===== src/verilog/pmtw_pkg.sv =====
package pmtw_pkg;

  localparam int unsigned INSTR_W = 16;
  localparam int unsigned BYTE_W  = 8;
  localparam int unsigned WORD_W  = 16;
  localparam int unsigned PTR_W   = 16;

  // Opcode fields: table ops use the top six bits, bit ops the top five.
  localparam int unsigned       TBL_OP_MSB  = 15;
  localparam int unsigned       TBL_OP_LSB  = 10;
  localparam int unsigned       BIT_OP_MSB  = 15;
  localparam int unsigned       BIT_OP_LSB  = 11;
  localparam int unsigned       HALF_SEL_B  = 9;
  localparam int unsigned       INC_B       = 8;
  localparam int unsigned       BIT_IDX_MSB = 10;
  localparam int unsigned       BIT_IDX_LSB = 8;
  localparam int unsigned       FADDR_MSB   = 7;
  localparam logic [5:0]        OPC_TBL_WR  = 6'h2b;
  localparam logic [5:0]        OPC_TBL_RD  = 6'h2a;
  localparam logic [4:0]        OPC_BIT_SET = 5'h10;
  localparam logic [4:0]        OPC_BIT_CLR = 5'h11;
  localparam logic [4:0]        OPC_BIT_TOG = 5'h07;

  localparam logic [1:0]        BOP_SET = 2'h0;
  localparam logic [1:0]        BOP_CLR = 2'h1;
  localparam logic [1:0]        BOP_TOG = 2'h2;

  localparam logic [PTR_W-1:0]  PTR_RST   = 16'h0000;
  localparam logic [WORD_W-1:0] LATCH_RST = 16'h0000;
  localparam logic [PTR_W-1:0]  PTR_STEP  = 16'h0001;

  typedef enum logic [3:0] {
    Q1 = 4'h1,
    Q2 = 4'h2,
    Q3 = 4'h4,
    Q4 = 4'h8
  } pmtw_phase_t;

  typedef enum logic [3:0] {
    S_IDLE = 4'h1,
    S_EXEC = 4'h2,
    S_MEM  = 4'h4,
    S_LONG = 4'h8
  } pmtw_state_t;

  typedef enum logic [2:0] {
    K_TWR = 3'h1,
    K_TRD = 3'h2,
    K_BIT = 3'h4
  } pmtw_kind_t;

endpackage


===== src/verilog/pmtw_table_exec.sv =====
`timescale 1ns/1ps
module pmtw_table_exec (
  input  wire  logic                         CLK,
  input  wire  logic                         RST_N,
  input  wire  logic [pmtw_pkg::INSTR_W-1:0] INSTR,
  input  wire  logic                         INSTR_VALID,
  input  wire  logic [pmtw_pkg::BYTE_W-1:0]  FREG_RDATA,
  input  wire  logic [pmtw_pkg::WORD_W-1:0]  PMEM_RDATA,
  input  wire  logic                         PMEM_EXT,
  input  wire  logic                         PMEM_BUSY,
  input  wire  logic                         INTR,
  input  wire  logic                         PTR_WE,
  input  wire  logic [pmtw_pkg::PTR_W-1:0]   PTR_WDATA,
  output logic       [pmtw_pkg::BYTE_W-1:0]  FREG_ADDR,
  output logic                               FREG_RE,
  output logic       [pmtw_pkg::BYTE_W-1:0]  FREG_WDATA,
  output logic                               FREG_WE,
  output logic       [pmtw_pkg::PTR_W-1:0]   PMEM_ADDR,
  output logic       [pmtw_pkg::WORD_W-1:0]  PMEM_WDATA,
  output logic                               PMEM_WE,
  output logic                               PMEM_RE,
  output logic                               PMEM_ABORT,
  output logic                               STALL,
  output logic                               BUSY,
  output logic                               DONE,
  output logic       [3:0]                   PHASE,
  output logic       [pmtw_pkg::WORD_W-1:0]  LATCH,
  output logic       [pmtw_pkg::PTR_W-1:0]   PTR
);
  import pmtw_pkg::*;

  pmtw_phase_t       q_ff,        nxt_q;
  pmtw_state_t       state_ff,    nxt_state;
  pmtw_kind_t        kind_ff,     nxt_kind;
  logic              half_ff,     nxt_half;
  logic              inc_ff,      nxt_inc;
  logic [2:0]        bidx_ff,     nxt_bidx;
  logic [1:0]        bop_ff,      nxt_bop;
  logic [BYTE_W-1:0] opnd_ff,     nxt_opnd;
  logic [BYTE_W-1:0] result_ff,   nxt_result;
  logic [BYTE_W-1:0] faddr_ff,    nxt_faddr;
  logic              fre_ff,      nxt_fre;
  logic [BYTE_W-1:0] fwdata_ff,   nxt_fwdata;
  logic              fwe_ff,      nxt_fwe;
  logic [PTR_W-1:0]  paddr_ff,    nxt_paddr;
  logic [WORD_W-1:0] pwdata_ff,   nxt_pwdata;
  logic              pwe_ff,      nxt_pwe;
  logic              pre_ff,      nxt_pre;
  logic              abort_ff,    nxt_abort;
  logic              stall_ff,    nxt_stall;
  logic              busy_ff,     nxt_busy;
  logic              done_ff,     nxt_done;
  logic [WORD_W-1:0] latch_ff,    nxt_latch;
  logic [PTR_W-1:0]  ptr_ff,      nxt_ptr;
  logic [BYTE_W-1:0] rmw_val;
  logic              finish;
  pmtw_bit_rmw u_rmw (
    .old_val (opnd_ff),
    .bit_idx (bidx_ff),
    .bit_op  (bop_ff),
    .new_val (rmw_val)
  );
  // The four-phase instruction cycle runs free from reset.
  always_comb begin
    case (q_ff)
      Q1:      nxt_q = Q2;
      Q2:      nxt_q = Q3;
      Q3:      nxt_q = Q4;
      Q4:      nxt_q = Q1;
      default: nxt_q = Q1;
    endcase
  end
  always_ff @(posedge CLK or negedge RST_N) begin
    if (!RST_N) begin
      q_ff <= Q1;
    end else begin
      q_ff <= nxt_q;
    end
  end

  always_comb begin
    nxt_state  = state_ff;
    nxt_kind   = kind_ff;
    nxt_half   = half_ff;
    nxt_inc    = inc_ff;
    nxt_bidx   = bidx_ff;
    nxt_bop    = bop_ff;
    nxt_opnd   = opnd_ff;
    nxt_result = result_ff;
    nxt_faddr  = faddr_ff;
    nxt_fre    = 1'b0;
    nxt_fwdata = fwdata_ff;
    nxt_fwe    = 1'b0;
    nxt_paddr  = paddr_ff;
    nxt_pwdata = pwdata_ff;
    nxt_pwe    = 1'b0;
    nxt_pre    = pre_ff;
    nxt_abort  = 1'b0;
    nxt_stall  = stall_ff;
    nxt_done   = 1'b0;
    nxt_latch  = latch_ff;
    nxt_ptr    = ptr_ff;
    finish     = 1'b0;
    case (state_ff)
      S_IDLE: begin
        if (PTR_WE) begin
          nxt_ptr = PTR_WDATA;
        end
        if (q_ff == Q1 && INSTR_VALID) begin
          nxt_half  = INSTR[HALF_SEL_B];
          nxt_inc   = INSTR[INC_B];
          nxt_bidx  = INSTR[BIT_IDX_MSB:BIT_IDX_LSB];
          nxt_faddr = INSTR[FADDR_MSB:0];
          nxt_fre   = 1'b1;
          nxt_state = S_EXEC;
          if (INSTR[TBL_OP_MSB:TBL_OP_LSB] == OPC_TBL_WR) begin
            nxt_kind = K_TWR;
          end else if (INSTR[TBL_OP_MSB:TBL_OP_LSB] == OPC_TBL_RD) begin
            nxt_kind = K_TRD;
          end else if (INSTR[BIT_OP_MSB:BIT_OP_LSB] == OPC_BIT_SET) begin
            nxt_kind = K_BIT;
            nxt_bop  = BOP_SET;
          end else if (INSTR[BIT_OP_MSB:BIT_OP_LSB] == OPC_BIT_CLR) begin
            nxt_kind = K_BIT;
            nxt_bop  = BOP_CLR;
          end else if (INSTR[BIT_OP_MSB:BIT_OP_LSB] == OPC_BIT_TOG) begin
            nxt_kind = K_BIT;
            nxt_bop  = BOP_TOG;
          end else begin
            // Other opcodes belong to other execution units.
            nxt_fre   = 1'b0;
            nxt_state = S_IDLE;
          end
        end
      end
      S_EXEC: begin
        case (q_ff)
          Q2:      nxt_opnd = FREG_RDATA;
          Q3: begin
            if (kind_ff == K_TRD) begin
              nxt_result = half_ff ? latch_ff[WORD_W-1:BYTE_W] : latch_ff[BYTE_W-1:0];
            end else begin
              nxt_result = rmw_val;
            end
          end
          Q4: begin
            if (kind_ff == K_TWR) begin
              if (half_ff) begin
                nxt_latch[WORD_W-1:BYTE_W] = opnd_ff;
              end else begin
                nxt_latch[BYTE_W-1:0] = opnd_ff;
              end
              nxt_state = S_MEM;
            end else begin
              nxt_fwe    = 1'b1;
              nxt_fwdata = result_ff;
              nxt_done   = (kind_ff != K_TRD);
              nxt_state  = (kind_ff == K_TRD) ? S_MEM : S_IDLE;
            end
          end
          default: ;
        endcase
      end
      S_MEM: begin
        case (q_ff)
          Q1: begin
            nxt_paddr = ptr_ff;
            if (kind_ff == K_TWR) begin
              nxt_pwdata = latch_ff;
              nxt_pwe    = 1'b1;
            end else begin
              nxt_pre = 1'b1;
            end
          end
          Q3: begin
            if (kind_ff == K_TRD) begin
              nxt_latch = PMEM_RDATA;
            end
          end
          Q4: begin
            nxt_pre = 1'b0;
            if (kind_ff == K_TWR && !PMEM_EXT && PMEM_BUSY) begin
              nxt_stall = 1'b1;
              nxt_state = S_LONG;
            end else begin
              finish = 1'b1;
            end
          end
          default: ;
        endcase
      end
      S_LONG: begin
        if (INTR) begin
          nxt_abort = 1'b1;
          finish    = 1'b1;
        end else if (!PMEM_BUSY && q_ff == Q4) begin
          finish = 1'b1;
        end
      end
      default: nxt_state = S_IDLE;
    endcase
    if (finish) begin
      nxt_ptr   = inc_ff ? ptr_ff + PTR_STEP : ptr_ff;
      nxt_stall = 1'b0;
      nxt_done  = 1'b1;
      nxt_state = S_IDLE;
    end
    nxt_busy = (nxt_state != S_IDLE);
  end
  always_ff @(posedge CLK or negedge RST_N) begin
    if (!RST_N) begin
      state_ff  <= S_IDLE;
      kind_ff   <= K_BIT;
      half_ff   <= 1'b0;
      inc_ff    <= 1'b0;
      bidx_ff   <= 3'h0;
      bop_ff    <= BOP_SET;
      opnd_ff   <= 8'h00;
      result_ff <= 8'h00;
      faddr_ff  <= 8'h00;
      fre_ff    <= 1'b0;
      fwdata_ff <= 8'h00;
      fwe_ff    <= 1'b0;
      paddr_ff  <= PTR_RST;
      pwdata_ff <= LATCH_RST;
      pwe_ff    <= 1'b0;
      pre_ff    <= 1'b0;
      abort_ff  <= 1'b0;
      stall_ff  <= 1'b0;
      busy_ff   <= 1'b0;
      done_ff   <= 1'b0;
      latch_ff  <= LATCH_RST;
      ptr_ff    <= PTR_RST;
    end else begin
      state_ff  <= nxt_state;
      kind_ff   <= nxt_kind;
      half_ff   <= nxt_half;
      inc_ff    <= nxt_inc;
      bidx_ff   <= nxt_bidx;
      bop_ff    <= nxt_bop;
      opnd_ff   <= nxt_opnd;
      result_ff <= nxt_result;
      faddr_ff  <= nxt_faddr;
      fre_ff    <= nxt_fre;
      fwdata_ff <= nxt_fwdata;
      fwe_ff    <= nxt_fwe;
      paddr_ff  <= nxt_paddr;
      pwdata_ff <= nxt_pwdata;
      pwe_ff    <= nxt_pwe;
      pre_ff    <= nxt_pre;
      abort_ff  <= nxt_abort;
      stall_ff  <= nxt_stall;
      busy_ff   <= nxt_busy;
      done_ff   <= nxt_done;
      latch_ff  <= nxt_latch;
      ptr_ff    <= nxt_ptr;
    end
  end
  assign FREG_ADDR  = faddr_ff;
  assign FREG_RE    = fre_ff;
  assign FREG_WDATA = fwdata_ff;
  assign FREG_WE    = fwe_ff;
  assign PMEM_ADDR  = paddr_ff;
  assign PMEM_WDATA = pwdata_ff;
  assign PMEM_WE    = pwe_ff;
  assign PMEM_RE    = pre_ff;
  assign PMEM_ABORT = abort_ff;
  assign STALL      = stall_ff;
  assign BUSY       = busy_ff;
  assign DONE       = done_ff;
  assign PHASE      = q_ff;
  assign LATCH      = latch_ff;
  assign PTR        = ptr_ff;
endmodule


===== src/verilog/pmtw_bit_rmw.sv =====
`timescale 1ns/1ps
module pmtw_bit_rmw
  import pmtw_pkg::*;
(
  input  wire logic [BYTE_W-1:0] old_val,
  input  wire logic [2:0]        bit_idx,
  input  wire logic [1:0]        bit_op,
  output logic      [BYTE_W-1:0] new_val
);
  // Every bit passes through unchanged except the one selected.
  for (genvar i = 0; i < BYTE_W; i++) begin : g_bit
    always_comb begin
      if (bit_idx != 3'(i)) begin
        new_val[i] = old_val[i];
      end else begin
        case (bit_op)
          BOP_SET: new_val[i] = 1'b1;
          BOP_CLR: new_val[i] = 1'b0;
          default: new_val[i] = ~old_val[i];
        endcase
      end
    end
  end
endmodule


===== config.mk =====
export PLATFORM = sky130hd
export DESIGN_NAME = pmtw_table_exec
export DESIGN_NICKNAME = d
export VERILOG_FILES = /design/src/verilog/pmtw_pkg.sv /design/src/verilog/pmtw_table_exec.sv /design/src/verilog/pmtw_bit_rmw.sv
export SDC_FILE = /design/constraint.sdc
export NUM_CORES = 1
export LEC_CHECK = 0
export BUFFER_PORTS_ARGS = -buffer_cell sky130_fd_sc_hd__buf_2
export CORE_MARGIN = 2
export CORE_UTILIZATION = 52
export DETAILED_ROUTE_END_ITERATION = 16
export GPL_TIMING_DRIVEN = 0
export MAX_ROUTING_LAYER = met4
export PLACE_DENSITY = 0.79
export SLEW_MARGIN = 20
export SYNTH_ARGS = -nofsm -noshare
export SYNTH_HDL_FRONTEND = slang
export SYNTH_HIERARCHICAL = 1
export SYNTH_SLANG_ARGS = --single-unit

===== constraint.sdc =====
create_clock -name CLK -period 2.64 [get_ports CLK]
set_clock_uncertainty 0.1 [all_clocks]
set_input_delay 0 -clock CLK [delete_from_list [all_inputs] [get_ports CLK]]
set_output_delay 0 -clock CLK [all_outputs]
set_load 0.01 [all_outputs]

==> results of run 1 <==
synth_stat cells (4+ instances only):
| master | number | area, um2 |
|---|---|---|
| o21ai_0 | 38 | 190 |
| mux2i_1 | 21 | 210 |
| nand3b_1 | 5 | 37.5 |
| inv_1 | 7 | 26.3 |
| nor3b_1 | 4 | 30.0 |
| nand2_1 | 58 | 218 |
| nand3_1 | 5 | 25.0 |
| o21ai_1 | 4 | 20.0 |
| nor2b_1 | 11 | 68.8 |
| and2_1 | 5 | 31.3 |
| and3_1 | 5 | 31.3 |
| nor2_1 | 25 | 93.8 |
| a31oi_1 | 4 | 25.0 |
| clkbuf_1 | 12 | 45.0 |
| dfrtp_1 | 117 | 2930 |
| buf_2 | 6 | 30.0 |
| o221a_2 | 5 | 56.3 |
| a32oi_1 | 4 | 35.0 |
| mux2_2 | 64 | 721 |
| a21oi_1 | 35 | 175 |
sequential cells by signal, indices dropped and copies added, names as in the netlist, 2 cells and up:
register	cells
LATCH	16
PMEM_ADDR	16
PMEM_WDATA	16
FREG_WDATA	8
PHASE	4
state_ff	4
PTR	16
kind_ff	3
FREG_ADDR	8
bidx_ff	3
opnd_ff	8
bop_ff	2
result_ff	8
worst register-to-register path: cells and delay by family, from the launching register on:
family	cells	cell delay (ns)
buf+inv	4	1.22
flops	1	0.50
simple gates	2	0.24
compound gates	2	0.36
cells in the final DEF (no fill, tap or decap), types with 4 or more instances in the layout:
master / synthesis / final
o21ai_1: 4 / 4
dlygate4sd3_1: 0 / 69
a21oi_1: 35 / 35
and3_1: 5 / 5
clkbuf_16: 0 / 16
nor3b_1: 4 / 4
clkbuf_1: 12 / 16
dfrtp_1: 117 / 117
a32oi_1: 4 / 4
o21ai_0: 38 / 38
and2_1: 5 / 5
nand3_1: 5 / 5
nand2_1: 58 / 58
o221a_2: 5 / 5
buf_2: 6 / 159
mux2i_1: 21 / 21
a31oi_1: 4 / 4
clkbuf_8: 0 / 4
inv_1: 7 / 7
nor4b_4: 3 / 4
nor2_1: 25 / 25
nor2b_1: 11 / 11
nand3b_1: 5 / 5
mux2_2: 64 / 64
bufinv_16: 0 / 4
final cells by class:
cell class              count  area share
repair buffers            225       0.192
clock buffers              24      0.0594
inverters                   7     0.00332
plain buffers              23      0.0142
well taps                 136      0.0215
flip-flops and latches    120       0.380
clock inverters             8      0.0180
multi-input cells         344       0.311
power groups by stage:
stage	logic (mW)	clock network, mW	registers (mW)
finish	0.515	2.40	2.00
global route	0.559	2.51	2.01
CTS	0.504	2.40	1.99
detailed placement	0.415	0	2.02
global placement	0.400	0	2.02
floorplan	0.213	0	2.02
kinds of logic (layout without fill, tap and decap cells):
group | count (synthesis) | in the layout | synth area share
and+or+nand+nor | 145 | 145 | 0.146
DFF | 120 | 120 | 0.537
AOI/OAI and AO/OA | 112 | 112 | 0.122
muxes | 85 | 85 | 0.166
buffers and inverters | 30 | 287 | 0.0248
adders and majority gates | 1 | 1 | 0.00223
xor gates and xnor gates | 1 | 1 | 0.00156
stage by stage:
step           total power [mW]  cells  hold slack (ns)   util  instance area (um2)
2_1_floorplan              2.23    494           -0.396      -                 5600
3_3_place_gp               2.42    784            0.130  0.631                 6540
3_5_place_dp               2.44    785           -0.109  0.634                 6580
4_1_cts                    4.90    887           0.0727  0.762                 7910
5_1_grt                    5.07    887            0.138  0.763                 7920
6_report                   4.92    887           0.0792  0.763                 7920
worst min path at each step:
stage | slack (ns) | cells after the start | startpoint | end
5_1_grt | 0.14 | 3 | FREG_RDATA[0] | opnd_ff[0]
2_1_floorplan | -0.40 | 0 | RST_N | BUSY
4_1_cts | 0.07 | 5 | INSTR[12] | state_ff[1]
3_3_place_gp | 0.13 | 3 | INSTR[9] | bidx_ff[1]
6_report | 0.08 | 5 | INSTR[12] | state_ff[1]
3_5_place_dp | -0.11 | 1 | RST_N | FREG_ADDR[5]
per-layer routing:
| layer | global-route usage | routed length [um] | vias up |
|---|---|---|---|
| met3 | 0.0593 | 1190 | 76 |
| li1 | - | - | 2294 |
| met5 | - | 0 | - |
| met4 | 0.140 | 694 | 0 |
| met2 | 0.455 | 7610 | 300 |
| met1 | 0.368 | 6470 | 2443 |
timing repair:
action                                 4_1_cts  5_1_grt
setup endpoints to repair                    0        3
resized for setup                            0        1
setup buffers                                0        0
endpoints found under the hold margin      182        0
hold buffers                                70        0
==> metrics.md, run 1 <==
| Metric | Value |
|---|---|
| Final GP Congestion | `0.890` |
| Post-Synthesis Net Count | `around 560` |
| Count of endpoints failing hold in the final timing report | `0` |
| Fill cells | `673` |
| Chip width | `around 110 um` |
| CTS tree | `yes` |
| Worst setup slack after placement | `0.221 ns` |
| I/O Buffers | `~150` |
| Number of inserted diodes | `0` |
| Register area share after synthesis | `0.537` |
| Pwr Density | `around 620 nW/um2` |
| Area occupied by registers | `3010 um2` |
| Series of cell instances along the critical path | `clkbuf_1 -> inv_1 -> a22oi_1 -> or3_1 -> clkbuf_1 -> buf_2 -> nand2_1 -> o21ai_0` |
| Sort of element at the start of the critical path | `flip-flop` |
| Worst setup slack after layout | `roughly 0.12 ns` |
| Detailed-route wire length per cell | `between 15 and 20 um` |
| Initial antenna violation count | `0` |
| Wire length reported by the detailed router | `roughly 16000 um` |
| Data required, critical path | `2.93 ns` |
| Clock sinks | `between 100 and 150` |
| Primary flip-flop cell chosen by synthesis mapping | `dfrtp_1` |
| Switching fraction of total power | `0.231` |
| Clock slew at the register clock pins of the worst setup and hold paths | `approximately 0.060 ns` |
| Pins over their slew limit | `0` |
| Post-route antenna net violation count | `0` |
| Avg Synthesized Cell Area | `around 11 um2` |
| Post-synth cell types | `56` |
| Starting Density | `0.540` |
| Placeable core region | `~10000 um2` |
| Number of vias in the routed layout | `roughly 5100` |
| Clock network fraction of total power | `0.489` |
| Number of flops mapped to enable cells by yosys | `0` |
| Minimum clock period after layout | `2.52 ns` |
| Most numerous cell on the critical path | `clkbuf_1` |
| Worst flop-to-flop path startpoint | `bidx_ff[1]` |
| Global-route wire length before repair | `between 20000 and 30000 um` |
| Max rail drop VDD | `around 0.42 mV` |
| Cell Rows | `37` |
| Sum Neg Setup Slack | `0 ns` |
| Post-Synthesis Cell Area | `5600 um2` |
| Latest clock arrival within the worst-skew pair | `approximately 0.52 ns` |
| Share of flip-flops with an asynchronous set or reset | `1.00` |
| Critical Path Sink Type | `flip-flop` |
| Area of the multi-input gates | `around 2500 um2` |
| Worst rel slew slack | `0.537` |
| Critical Path End | `LATCH[5]` |
| Flip-flop and latch count after synthesis | `120` |
| Count of warnings emitted by yosys | `6` |
| Slowest library cell on the worst path | `clkbuf_1` |
| Proportion of power drawn by combinational gates | `0.105` |
| Delay-heaviest family, CP | `buffers and inverters` |
| Layout overhead on the synthesized area | `41.3%` |
| Final layout net count | `between 800 and 900` |
| RSZ-0062 raised after global routing | `no` |
| Max Root-Sink Buffers | `2` |
| HPWL after detailed placement | `approximately 10000 um` |
| Data arrival time at the worst-slack endpoint | `2.81 ns` |
| Highest attainable clock frequency | `between 300 and 400 MHz` |
| Buffer and inverter count on the worst path | `4` |
| Number of gates on the worst path with buffers counted | `8` |
| Path type of the worst min-delay path | `input port to flip-flop` |
| Critical path origin | `bidx_ff[1]` |
| Internal power component | `around 3.8 mW` |
| Setup violations, final | `0` |
| Maximum capacitance violations | `0` |
| Share of power burned in registers | `0.407` |
| Static Leakage | `between 3 and 4 nW` |
| Maximum number of pins on one net before global-route repair | `67` |
| All-Layer GR Usage | `0.292` |
| DRC violation count after routing | `0` |
| Fraction of the cycle the final worst path needs | `0.956` |
| CP max stage delay | `between 0.5 and 0.6 ns` |
| Number of global-route vias before repair | `around 5000` |
| DIE AREA | `around 12000 um2` |
| Largest fanout of any net on the critical path | `10` |
| Avg Vias per Cell | `between 5 and 6` |
| Register-to-register setup slack | `between 0.1 and 0.15 ns` |
| Count of H-tree levels built during CTS | `4` |
| Classification of the worst setup path | `flip-flop to flip-flop` |
| Switching power summed over all nets | `1.14 mW` |
| Detailed-router iteration count before antenna repair | `5` |
| I/O pin count | `about 160` |
| Reg2reg end | `LATCH[5]` |
| Overflow after GRT | `0` |
| Count of cells along the worst register-to-register path | `8` |
| Fraction of final layout cells with drive strength greater than 1 | `0.373` |
| Violation count after the first detailed-routing iteration | `approximately 570` |
| Worst slew pin tran | `around 0.68 ns` |
| Root buffer cell | `clkbuf_8` |
| Number of standard cells after synthesis | `494` |
| Chip Height | `108 um` |
| Num CTS Buffers | `17` |
| Status | `finished, final reports clean` |
Note: power is estimated with default switching activity, not from simulation.
==> run 2: changes to the inputs <==
--- a/config.mk
+++ b/config.mk
@@ -7,11 +7,10 @@
 export LEC_CHECK = 0
 export BUFFER_PORTS_ARGS = -buffer_cell sky130_fd_sc_hd__buf_2
 export CORE_MARGIN = 2
-export CORE_UTILIZATION = 52
+export CORE_UTILIZATION = 40
 export DETAILED_ROUTE_END_ITERATION = 16
 export GPL_TIMING_DRIVEN = 0
 export MAX_ROUTING_LAYER = met4
-export PLACE_DENSITY = 0.79
 export SLEW_MARGIN = 20
 export SYNTH_ARGS = -nofsm -noshare
 export SYNTH_HDL_FRONTEND = slang
==> metrics.md, run 2 (synthesis results as in run 1) <==
| Metric | Value |
|---|---|
| Root buffer cell | `clkbuf_16` |
| Num CTS Buffers | `17 (unchanged)` |
| Fraction of final layout cells with drive strength greater than 1 | `0.378 (+0.00500)` |
| Initial antenna violation count | `0 (unchanged)` |
| Max Root-Sink Buffers | `2 (unchanged)` |
| Final GP Congestion | `0.885 (-0.53%)` |
| Starting Density | `0.407 (-0.133)` |
| Data required, critical path | `2.84 ns (-0.09 ns)` |
| Worst setup slack after layout | `0.272 ns (+0.155 ns)` |
| Maximum capacitance violations | `0 (unchanged)` |
| Delay-heaviest family, CP | `simple AND/OR/NAND/NOR gates` |
| Classification of the worst setup path | `flip-flop to flip-flop` |
| CP max stage delay | `0.58 ns (+0.03 ns)` |
| Number of standard cells in the final layout excluding fillers | `929 (+4.7%)` |
| DRC violation count after routing | `0 (unchanged)` |
| Area of the multi-input gates | `2460 um2 (unchanged)` |
| Sort of element at the start of the critical path | `flip-flop` |
| Chip width | `122 um (+13%)` |
| Post-route antenna net violation count | `0 (unchanged)` |
| Pwr Density | `626 nW/um2 (+0.81%)` |
| Slowest library cell on the worst path | `dfstp_2` |
| Overflow after GRT | `0 (unchanged)` |
| Worst rel slew slack | `0.482 (-0.0556)` |
| Final core area utilization | `0.578 (-0.186)` |
| Count of H-tree levels built during CTS | `4 (unchanged)` |
| Data arrival time at the worst-slack endpoint | `2.57 ns (-0.24 ns)` |
| Worst slew pin tran | `0.767 ns (+0.0823 ns)` |
| Max rail drop VDD | `0.430 mV (+2.3%)` |
| Maximum number of pins on one net before global-route repair | `70 (+4.5%)` |
| Commonest cells after routing, fill and taps aside | `159 x buf_2, 117 x dfrtp_1, 68 x dlygate4sd3_1` |
| Worst setup slack after placement | `0.160 ns (-0.0607 ns)` |
| Post-CTS setup repair buffer count | `0 (unchanged)` |
| Clock sinks | `120 (unchanged)` |
| Number of cells after detailed placement | `829 (+5.6%)` |
| Violation count after the first detailed-routing iteration | `398 (-30%)` |
| Sum of internal, switching and leakage power | `4.98 mW (+1.3%)` |
| Area occupied by registers | `3010 um2 (unchanged)` |
| Final layout net count | `800 (-0.25%)` |
| Setup violations, final | `0 (unchanged)` |
| Leading cell type in the layout, fill and taps excluded | `buf_2` |
| Layout overhead on the synthesized area | `42.1%` |
| Status | `finished, final reports clean` |
| Number of vias in the routed layout | `4735 (-7.4%)` |
| Placeable core region | `13800 um2 (+33%)` |
| Chip Height | `122 um (+13%)` |
| CTS tree | `yes` |
| Highest attainable clock frequency | `422 MHz (+6.6%)` |
| Fill cells | `1217 (+81%)` |
| Detailed-route wire length per cell | `16.6 um (-7.6%)` |
| Clock slew at the register clock pins of the worst setup and hold paths | `0.05 ns (about the same)` |
| All-Layer GR Usage | `0.217 (-0.0750)` |
| Series of cell instances along the critical path | `nor4b_4 -> nand2_1 -> clkbuf_1 -> mux2_2` |
| Static Leakage | `3.88 nW (-0.65%)` |
| Latest clock arrival within the worst-skew pair | `0.41 ns (-0.11 ns)` |
| Path type of the worst min-delay path | `input port to async pin` |
| Wire length reported by the detailed router | `15500 um (-3.2%)` |
| WHS | `0.00957 ns (-0.0697 ns)` |
| RSZ-0062 raised after global routing | `no` |
| Cell Rows | `43 (+16%)` |
| Buffer and inverter count on the worst path | `1 (-3)` |
| Detailed-router iteration count before antenna repair | `4 (-1)` |
| Count of endpoints failing hold in the final timing report | `0 (unchanged)` |
| HPWL after detailed placement | `10700 um (+5.8%)` |
| Largest fanout of any net on the critical path | `10 (unchanged)` |
| Critical Path Sink Type | `flip-flop` |
| Minimum clock period after layout | `2.37 ns (-0.155 ns)` |
| I/O Buffers | `154 (unchanged)` |
| Number of global-route vias before repair | `4664 (-5.9%)` |
| Avg Vias per Cell | `5.10 (-12%)` |
| Post-place instance area | `6630 um2 (+0.84%)` |
| Number of inserted diodes | `0 (unchanged)` |
| Sum Neg Setup Slack | `0 ns (unchanged)` |
| Final standard cell area without fillers | `7960 um2 (+0.52%)` |
| Fraction of the cycle the final worst path needs | `0.897 (-0.0589)` |
| Pins over their slew limit | `0 (unchanged)` |
| Global-route wire length before repair | `24000 um (-4.5%)` |
| DIE AREA | `15000 um2 (+29%)` |
| I/O pin count | `155 (unchanged)` |
-- run 2: cell count changes in the layout (fill, tap and decap cells not counted), sizes merged --
cell         previous run  this run
clkinvlp                1         5
dlygate4sd3            69        68
clkbuf                 36        30
buf                   167       166
inv                     7         9
-- run 2: repair_timing --
action / 4_1_cts / 5_1_grt
setup endpoints to repair: 0 / 2
hold buffers: 68 / 0
hold endpoints to repair: 179 / 0
resized for setup: 0 / 1
-- run 2: cell type report --
| class | count | area share |
|---|---|---|
| clock inverters | 14 | 0.0248 |
| multi-input cells | 344 | 0.310 |
| well taps | 180 | 0.0283 |
| repair buffers | 223 | 0.187 |
| inverters | 7 | 0.00330 |
| flip-flops and latches | 120 | 0.378 |
| clock buffers | 18 | 0.0552 |
| plain buffers | 23 | 0.0142 |
-- run 2: path summary, 6_finish.rpt --
path	slack [ns]	end	cells past startpoint	start
setup / recovery	0.27	PMEM_ADDR[15]	4	PHASE[0]
hold / removal	0.01	PMEM_ADDR[12]	2	RST_N
setup reg to reg	0.27	PMEM_ADDR[15]	4	PHASE[0]
hold reg to reg	0.38	PMEM_ADDR[9]	2	PMEM_ADDR[9]
max in group asynchronous	1.73	PMEM_WDATA[2]	3	RST_N
min in group CLK	0.03	state_ff[2]	4	PMEM_EXT
-- run 2: routing by layer --
metal / share of wire / up-vias / track usage
met5: 0 / - / -
met4: 0.024 / 0 / 0.0869
met3: 0.038 / 31 / 0.0544
met2: 0.48 / 138 / 0.328
met1: 0.46 / 2281 / 0.282
li1: - / 2285 / -
-- run 2: where the power goes --
part,leakage [nW],internal [mW],switching (mW)
registers,1.50,1.91,0.0906
clock network,0.295,1.61,0.874
logic,2.08,0.263,0.239
total,3.88,3.78,1.20
